<file path="src/design/config_lut_pkg.sv">
// Constants for the configuration word and the coefficient table address map.
// Assumes a single 100 MHz device clock; no bus, loads come from command logic.
// Summary of operation
// Trim bits 15:13 preserved by software rewrites
// Bit 12 selects external resistors
// Bit 11 enables clock output driver
// Bit 10 swaps sensor input polarity
// Bit 9 gives coarse offset sign
// Bits 8:6 coarse magnitude, zero means none
// Bits 5:2 sixteen-step gain code
// Bit 1 gives offset DAC sign
// Bit 0 gives offset TC DAC sign
// Low indices: offset bytes at twice index
// Low indices: span bytes at 200h plus twice
// Indices 80h-AFh map to 100h-15Fh, 1A0h-1FFh
// Temperature index is rising 8-bit value
// Trim code picks one of eight frequencies
// Load command writes holding value when selected
// Index above AFh keeps last valid addresses
package config_lut_pkg;
	localparam int CFG_W = 16;
	localparam int EE_ADDR_W = 10;
	localparam int INDEX_W = 8;
	localparam int CAL_SEL_W = 4;
	// Configuration word field positions
	localparam int OSC_MSB = 15;
	localparam int OSC_LSB = 13;
	localparam int EXTERNAL_RESISTOR_SELECT_BIT = 12;
	localparam int CLKOUT_BIT = 11;
	localparam int SWAP_BIT = 10;
	localparam int COARSE_OFFSET_SIGN_BIT = 9;
	localparam int IRO_MSB = 8;
	localparam int IRO_LSB = 6;
	localparam int GAIN_MSB = 5;
	localparam int GAIN_LSB = 2;
	localparam int OFFSET_DAC_SIGN_BIT = 1;
	localparam int OTC_SIGN_BIT = 0;
	// Reset value: trim at the nominal-frequency code, everything else clear
	localparam logic [15:0] CONFIG_RESET = 16'h8000;
	// Calibration register select code of the configuration word
	localparam logic [3:0] CAL_SEL_CONFIG = 4'h0;
	// Table map
	localparam logic [7:0] INDEX_LOW_LAST = 8'h7f;
	localparam logic [7:0] INDEX_HIGH_LAST = 8'haf;
	localparam logic [9:0] SPAN_LOW_BASE = 10'h200;
	localparam logic [9:0] SPAN_HIGH_BASE = 10'h1a0;
	localparam logic [9:0] OFFSET_HIGH_BASE = 10'h100;
	localparam logic [7:0] INDEX_HIGH_FIRST = 8'h80;
endpackage

</file>
<file path="src/design/lut_addr_if.sv">
// Carries the temperature index to the table address mapper and the addresses back.
// Both ends run on the same clock.
`timescale 1ns/10ps
`default_nettype none
interface lut_addr_if;
	logic [7:0] index;
	logic [9:0] offset_lo;
	logic [9:0] offset_hi;
	logic [9:0] span_lo;
	logic [9:0] span_hi;
	logic valid;
	modport mapper
	(
		input index,
		output offset_lo, offset_hi, span_lo, span_hi, valid
	);
	modport user
	(
		output index,
		input offset_lo, offset_hi, span_lo, span_hi, valid
	);
endinterface
`default_nettype wire

</file>
<file path="src/design/config_word_and_lut_addressing.sv">
// Configuration word register, its field decode, and coefficient address lookup.
// Assumes load commands and the temperature index come from logic on clock_in.
`timescale 1ns/10ps
`default_nettype none
module config_word_and_lut_addressing
#(
	parameter int EE_ADDR_BITS = config_lut_pkg::EE_ADDR_W
)
(
	// Clock and reset
	input wire logic clock_in,
	input wire logic srst_in,
	// Calibration register load
	input wire logic load_cal_register_cmd_in,
	input wire logic [config_lut_pkg::CAL_SEL_W-1:0] cal_register_select_in,
	input wire logic [config_lut_pkg::CFG_W-1:0] data_hold_in,
	// Temperature index
	input wire logic [config_lut_pkg::INDEX_W-1:0] temp_index_in,
	// Configuration word and decoded controls
	output logic [config_lut_pkg::CFG_W-1:0] configuration_word_out,
	output logic [2:0] osc_trim_code_out,
	output logic external_resistor_select_out,
	output logic clock_out_driver_enable_out,
	output logic input_polarity_swap_out,
	output logic coarse_offset_sign_out,
	output logic [2:0] coarse_offset_magnitude_out,
	output logic signed [3:0] coarse_offset_step_out,
	output logic [3:0] gain_code_out,
	output logic offset_dac_sign_out,
	output logic offset_tc_dac_sign_out,
	// Coefficient table addresses
	output logic [EE_ADDR_BITS-1:0] offset_lo_addr_out,
	output logic [EE_ADDR_BITS-1:0] offset_hi_addr_out,
	output logic [EE_ADDR_BITS-1:0] span_lo_addr_out,
	output logic [EE_ADDR_BITS-1:0] span_hi_addr_out,
	output logic lut_addr_valid_out
);
	import config_lut_pkg::*;

	// The mapper builds 10-bit byte addresses; any other width is refused
	if (EE_ADDR_BITS != EE_ADDR_W)
	begin : g_addr_width_check
		$error("EE_ADDR_BITS must be 10");
	end

	logic [15:0] config_r;
	logic load_config;
	lut_addr_if lut ();

	assign load_config = load_cal_register_cmd_in && (cal_register_select_in == CAL_SEL_CONFIG);

	// Whole word is written; keeping the trim bits is up to the writer
	always_ff @(posedge clock_in)
	begin
		if (srst_in)
			config_r <= CONFIG_RESET;
		else if (load_config)
			config_r <= data_hold_in; // see R15
	end

	assign configuration_word_out = config_r;

	// Field decode, one register stage behind the word
	always_ff @(posedge clock_in)
	begin
		if (srst_in)
		begin
			osc_trim_code_out <= CONFIG_RESET[OSC_MSB:OSC_LSB];
		end
		else
		begin
			osc_trim_code_out <= config_r[OSC_MSB:OSC_LSB];
		end
	end

	// Sensor routing: resistor source, clock driver, input polarity
	always_ff @(posedge clock_in)
	begin
		if (srst_in)
		begin
			external_resistor_select_out <= CONFIG_RESET[EXTERNAL_RESISTOR_SELECT_BIT];
			clock_out_driver_enable_out <= CONFIG_RESET[CLKOUT_BIT];
			input_polarity_swap_out <= CONFIG_RESET[SWAP_BIT];
		end
		else
		begin
			external_resistor_select_out <= config_r[EXTERNAL_RESISTOR_SELECT_BIT];
			clock_out_driver_enable_out <= config_r[CLKOUT_BIT];
			input_polarity_swap_out <= config_r[SWAP_BIT];
		end
	end

	// Coarse offset: sign, magnitude and the signed step built from them
	always_ff @(posedge clock_in)
	begin
		if (srst_in)
		begin
			coarse_offset_sign_out <= CONFIG_RESET[COARSE_OFFSET_SIGN_BIT];
			coarse_offset_magnitude_out <= CONFIG_RESET[IRO_MSB:IRO_LSB];
			coarse_offset_step_out <= 4'sh0;
		end
		else
		begin
			coarse_offset_sign_out <= config_r[COARSE_OFFSET_SIGN_BIT];
			coarse_offset_magnitude_out <= config_r[IRO_MSB:IRO_LSB];
			// Signed step: zero magnitude gives zero for either sign
			coarse_offset_step_out <= config_r[COARSE_OFFSET_SIGN_BIT] ? $signed({1'b0, config_r[IRO_MSB:IRO_LSB]})
				: -$signed({1'b0, config_r[IRO_MSB:IRO_LSB]}); // see R5
		end
	end

	// Gain code and DAC signs
	always_ff @(posedge clock_in)
	begin
		if (srst_in)
		begin
			gain_code_out <= CONFIG_RESET[GAIN_MSB:GAIN_LSB];
			offset_dac_sign_out <= CONFIG_RESET[OFFSET_DAC_SIGN_BIT];
			offset_tc_dac_sign_out <= CONFIG_RESET[OTC_SIGN_BIT];
		end
		else
		begin
			gain_code_out <= config_r[GAIN_MSB:GAIN_LSB];
			offset_dac_sign_out <= config_r[OFFSET_DAC_SIGN_BIT];
			offset_tc_dac_sign_out <= config_r[OTC_SIGN_BIT];
		end
	end

	// Index is taken as an unsigned 8-bit value rising with temperature
	assign lut.index = temp_index_in;

	lut_addr_map u_map
	(
		.clock_in(clock_in),
		.srst_in(srst_in),
		.lut(lut.mapper)
	);

	assign offset_lo_addr_out = lut.offset_lo;
	assign offset_hi_addr_out = lut.offset_hi;
	assign span_lo_addr_out = lut.span_lo;
	assign span_hi_addr_out = lut.span_hi;
	assign lut_addr_valid_out = lut.valid;
endmodule // config_word_and_lut_addressing
`default_nettype wire

</file>
<file path="src/design/lut_addr_map.sv">
// Maps the temperature index to coefficient byte addresses, registered.
// Assumes the index comes from logic on the same clock.
`timescale 1ns/10ps
`default_nettype none
module lut_addr_map
(
	// Clock and reset
	input wire logic clock_in,
	input wire logic srst_in,
	// Index in, addresses out
	lut_addr_if.mapper lut
);
	import config_lut_pkg::*;

	logic [9:0] twice;
	logic in_low;
	logic in_high;

	assign twice = {1'b0, lut.index, 1'b0};
	assign in_low = (lut.index <= INDEX_LOW_LAST);
	assign in_high = (lut.index >= INDEX_HIGH_FIRST) && (lut.index <= INDEX_HIGH_LAST);

	always_ff @(posedge clock_in)
	begin
		if (srst_in)
		begin
			lut.offset_lo <= 10'h000;
			lut.offset_hi <= 10'h001;
			lut.span_lo <= SPAN_LOW_BASE;
			lut.span_hi <= SPAN_LOW_BASE + 10'h001;
			lut.valid <= 1'b0;
		end
		else if (in_low)
		begin
			lut.offset_lo <= twice;
			lut.offset_hi <= twice + 10'h001;
			lut.span_lo <= SPAN_LOW_BASE + twice;
			lut.span_hi <= SPAN_LOW_BASE + twice + 10'h001;
			lut.valid <= 1'b1;
		end
		else if (in_high)
		begin
			// Twice the index already lands at the high offset block
			lut.offset_lo <= twice;
			lut.offset_hi <= twice + 10'h001;
			lut.span_lo <= SPAN_HIGH_BASE + (twice - OFFSET_HIGH_BASE);
			lut.span_hi <= SPAN_HIGH_BASE + (twice - OFFSET_HIGH_BASE) + 10'h001;
			lut.valid <= 1'b1;
		end
		else
		begin
			// Undefined index: addresses keep the last valid entry
			lut.valid <= 1'b0;
		end
	end
endmodule // lut_addr_map
`default_nettype wire

</file>
<file path="config.mk">
export PLATFORM = sky130hd
export DESIGN_NAME = config_word_and_lut_addressing
export DESIGN_NICKNAME = d
export VERILOG_FILES = /design/src/design/config_lut_pkg.sv /design/src/design/lut_addr_if.sv /design/src/design/config_word_and_lut_addressing.sv /design/src/design/lut_addr_map.sv
export SDC_FILE = /design/constraint.sdc
export NUM_CORES = 1
export LEC_CHECK = 0
export BUFFER_PORTS_ARGS = -buffer_cell sky130_fd_sc_hd__buf_2
export CORE_MARGIN = 2
export CORE_UTILIZATION = 35
export CTS_BUF_LIST = sky130_fd_sc_hd__clkbuf_4
export DETAILED_ROUTE_END_ITERATION = 10
export GPL_TIMING_DRIVEN = 1
export PLACE_DENSITY = 0.76
export SLEW_MARGIN = 10
export SYNTH_ARGS = -nofsm -noshare
export SYNTH_HDL_FRONTEND = slang
export SYNTH_SLANG_ARGS = --single-unit
</file>
<file path="constraint.sdc">
create_clock -name clock_in -period 1.4 [get_ports clock_in]
set_clock_uncertainty 0.05 [all_clocks]
set_input_delay 0.07 -clock clock_in [delete_from_list [all_inputs] [get_ports clock_in]]
set_output_delay 0.07 -clock clock_in [all_outputs]
set_load 0.02 [all_outputs]
</file>
==> qor.yml <==
grt_pass1_wl_um: 8220
fmax_mhz: 744
die_y_um: 80.4
critPathBufInv: 2
hold_violations: 0
yosysWarnings: 0
worst_setup_path_start_kind: "primary input"
antenna_cells: 0
path_depth: 5
avgSynthCellArea_um2: 9.32
setup_violations: 0
cts.sinks: 49
slowest_stage: "dlygate4sd3_1"
synth_top_family_by_area: "simple AND/OR/NAND/NOR gates"
place.gp.congestion: 0.800
design_area_um2: 2780
vias: 1883
synth.yosys.seq_area_share_pct: 48.0
arrival_ns: 1.54
critPathMaxFanout: 8
crit_path_end: "u_map.lut.span_hi[8]"
rsz0062_at_grt: "no"
synth_fa_ha_area_share_pct: 2.45
ir_drop_mv: 0.424
ctsLongestPathBuffers: 2
wire_per_inst_um: 12.7
drive_above_1_share_pct: 38.0
synth_simple_gate_area_share_pct: 17.2
cp_top_family: "buffers and inverters"
reg2reg_depth: 4
reg2reg_setup_slack_ns: 0.13
worstHoldPathType: "in -> reg"
fin_crit_sh_pct: 96.1
dr.pass1.iters: 4
netlist_instances: 219
portBuffers: 101
antenna_found_initial: 0
synth_seq_cells: 49
insertion_delay_ns: 0.35
drc_errors: 0
rr_endpoint: "coarse_offset_step_out[2]"
grt_max_degree: 25
cts_buffers: 5
cts_root_buf: "clkbuf_4"
outcome: "complete, no violations"
p_leak_uw: 0.00133
synth-xor-area-share_pct: 0
layout_min_cycle_time_ns: 1.34
areaGrowthSynthToFinish_pct: 35.9
fin_nets: 360
fillers: 528
syn_area_um2: 2040
seqCellArea_um2: 981
ant_nets: 0
setup_tns_ns: 0
max_stage_delay_ns: 0.52
die_w_um: 80.4
die-area_um2: 6460
multi_input_area_um2: 783
power_density_nw_per_um2: 985
grt_usage_pct: 16.1
h-tree-depth: 2
cts_setup_buffers: 0
viasPerCell: 4.73
ys_types: 36
grt_pass1_vias: 1755
post-dp-hpwl_um: 3580
path_class: "in -> reg"
drtIter0Drc: 42
final_max_slew_viol_count: 0
dpl-instance-area_um2: 2450
path_clk_slew_ns: 0.12
drt_wl_total_um: 5060
maxCapViolCount: 0
grt_overflow: 0
synth_compound_area_share_pct: 13.1
worstReg2RegStart: "configuration_word_out[6]"
cts_tree: "built"
cp_common_cell: "o21a_1"
start_util_pct: 36.6
synth_mux_area_share_pct: 4.53
rows: 27
crit_path_end_kind: "flip-flop"
crit_start: "temp_index_in[7]"
critical_path.cell_chain: "dlygate4sd3_1 -> buf_2 -> o21a_1 -> o21a_1 -> mux2_2"
pin_count: 108
required_ns: 1.59
core-area_um2: 5570
==> metrics by stage <==
step                      std cells  worst slack [ns]  total power, uW  hold slack (ns)  utilization, %
final                           398            0.0553             2730           0.0794            49.8
after global routing            398            0.0164             2880           0.0736            49.8
after CTS                       398            0.0963             2770           0.0600            49.8
after detailed placement        365            0.0542             1890            0.274            43.9
after global placement          365             0.109             1890            0.258            43.9
after floorplan                 223             0.130             1790            0.146               -
==> cells in the mapped netlist <==
master	count	area (um2)
buf_1	2	7.51
o21a_1	2	15.0
or2_2	1	6.26
mux2_2	2	22.5
a21oi_1	18	90.1
buf_4	29	218
mux2i_1	7	70.1
nand3b_1	1	7.51
nor2b_1	15	93.8
dfxtp_1	49	981
or3_1	1	6.26
nand3_1	18	90.1
or4b_4	1	13.8
a2111oi_0	1	8.76
o21ai_0	7	35.0
o221a_2	1	11.3
a22oi_1	1	7.51
o21ai_2	2	17.5
buf_6	1	11.3
o311a_1	1	10.0
nor3b_1	1	7.51
clkbuf_1	4	15.0
ha_1	4	50.1
o211ai_1	3	22.5
nand2_1	13	48.8
nor4b_4	1	23.8
inv_1	6	22.5
conb_1	2	7.51
nor2_1	8	30.0
buf_2	3	15.0
nand4_1	1	6.26
a32o_1	1	10.0
nor3_1	2	10.0
nand2b_1	1	6.26
o21ai_1	8	40.0
clkinv_1	1	3.75
==> kinds of logic (layout without fill, tap and decap cells) <==
logic type / Yosys count / after routing
muxes: 9 / 9
buffers and inverters: 46 / 149
other: 2 / 6
AOI/OAI and AO/OA: 45 / 45
DFF: 49 / 49
and+or+nand+nor: 64 / 64
adders and majority gates: 4 / 4
==> where the power goes <==
part	internal (uW)	leakage [uW]	switching, uW
registers	1430	0.000398	27.2
logic	189	0.000885	268
clock network	392	0.0000433	425
==> cells in the final DEF, fill, tap and decap left out, types with 3 or more instances in the layout <==
cell,netlist,final
dfxtp_1,49,49
ha_1,4,4
dlygate4sd3_1,0,25
a21oi_1,18,18
o21ai_1,8,8
nor2_1,8,8
clkbuf_4,0,6
buf_2,3,101
inv_1,6,6
o211ai_1,3,3
nand2_1,13,13
conb_1,2,6
buf_4,29,8
mux2i_1,7,7
nand3_1,18,18
o21ai_0,7,7
nor2b_1,15,15
==> final cells by class <==
| class | count | share of cell area (%) |
|---|---|---|
| Multi-Input combinational cell | 128 | 28.2 |
| Clock buffer | 6 | 1.62 |
| Inverter | 7 | 0.947 |
| Clock inverter | 2 | 1.22 |
| Tap cell | 72 | 3.25 |
| Sequential cell | 49 | 35.3 |
| Timing Repair Buffer | 134 | 29.4 |
==> how the worst min path moves through the flow <==
stage / start / endpoint / cells past startpoint
2_1_floorplan: temp_index_in[6] / u_map.lut.offset_lo[7] / 1
3_3_place_gp: data_hold_in[15] / configuration_word_out[15] / 3
3_5_place_dp: data_hold_in[15] / configuration_word_out[15] / 3
4_1_cts: temp_index_in[4] / u_map.lut.span_hi[5] / 4
5_1_grt: temp_index_in[4] / u_map.lut.span_hi[5] / 4
6_report: temp_index_in[4] / u_map.lut.span_hi[5] / 4
==> repair_timing <==
item | CTS | global route
endpoints found under the hold margin | 27 | 0
resized for setup | 0 | 0
hold buffers | 25 | 0
==> layer usage <==
layer  share of wire, %  GRT usage (%)  vias to the layer above  routed length [um]
met2                 50           28.6                       99                2520
met3                8.4           4.83                        8                 426
met4                1.4           4.07                        0                  71
li1                   -              -                      915                   -
met1                 40           18.8                      861                2040
met5                  0              0                        -                   0
==> state kept, by name (all words and copies together), names as in the netlist, 3 cells and up <==
signal,count
coarse_offset_step_out,3
configuration_word_out,16
u_map.lut.span_hi,9
osc_trim_code_out,3
coarse_offset_magnitude_out,3
gain_code_out,4
u_map.lut.offset_lo,4
==> worst min-delay path, delay by kind of cell <==
kind | cells | cell delay, ns
AOI/OAI and AO/OA | 1 | 0.09
buffers and inverters | 2 | 0.18
and+or+nand+nor | 1 | 0.08
Power figures use the tool's default switching activity.
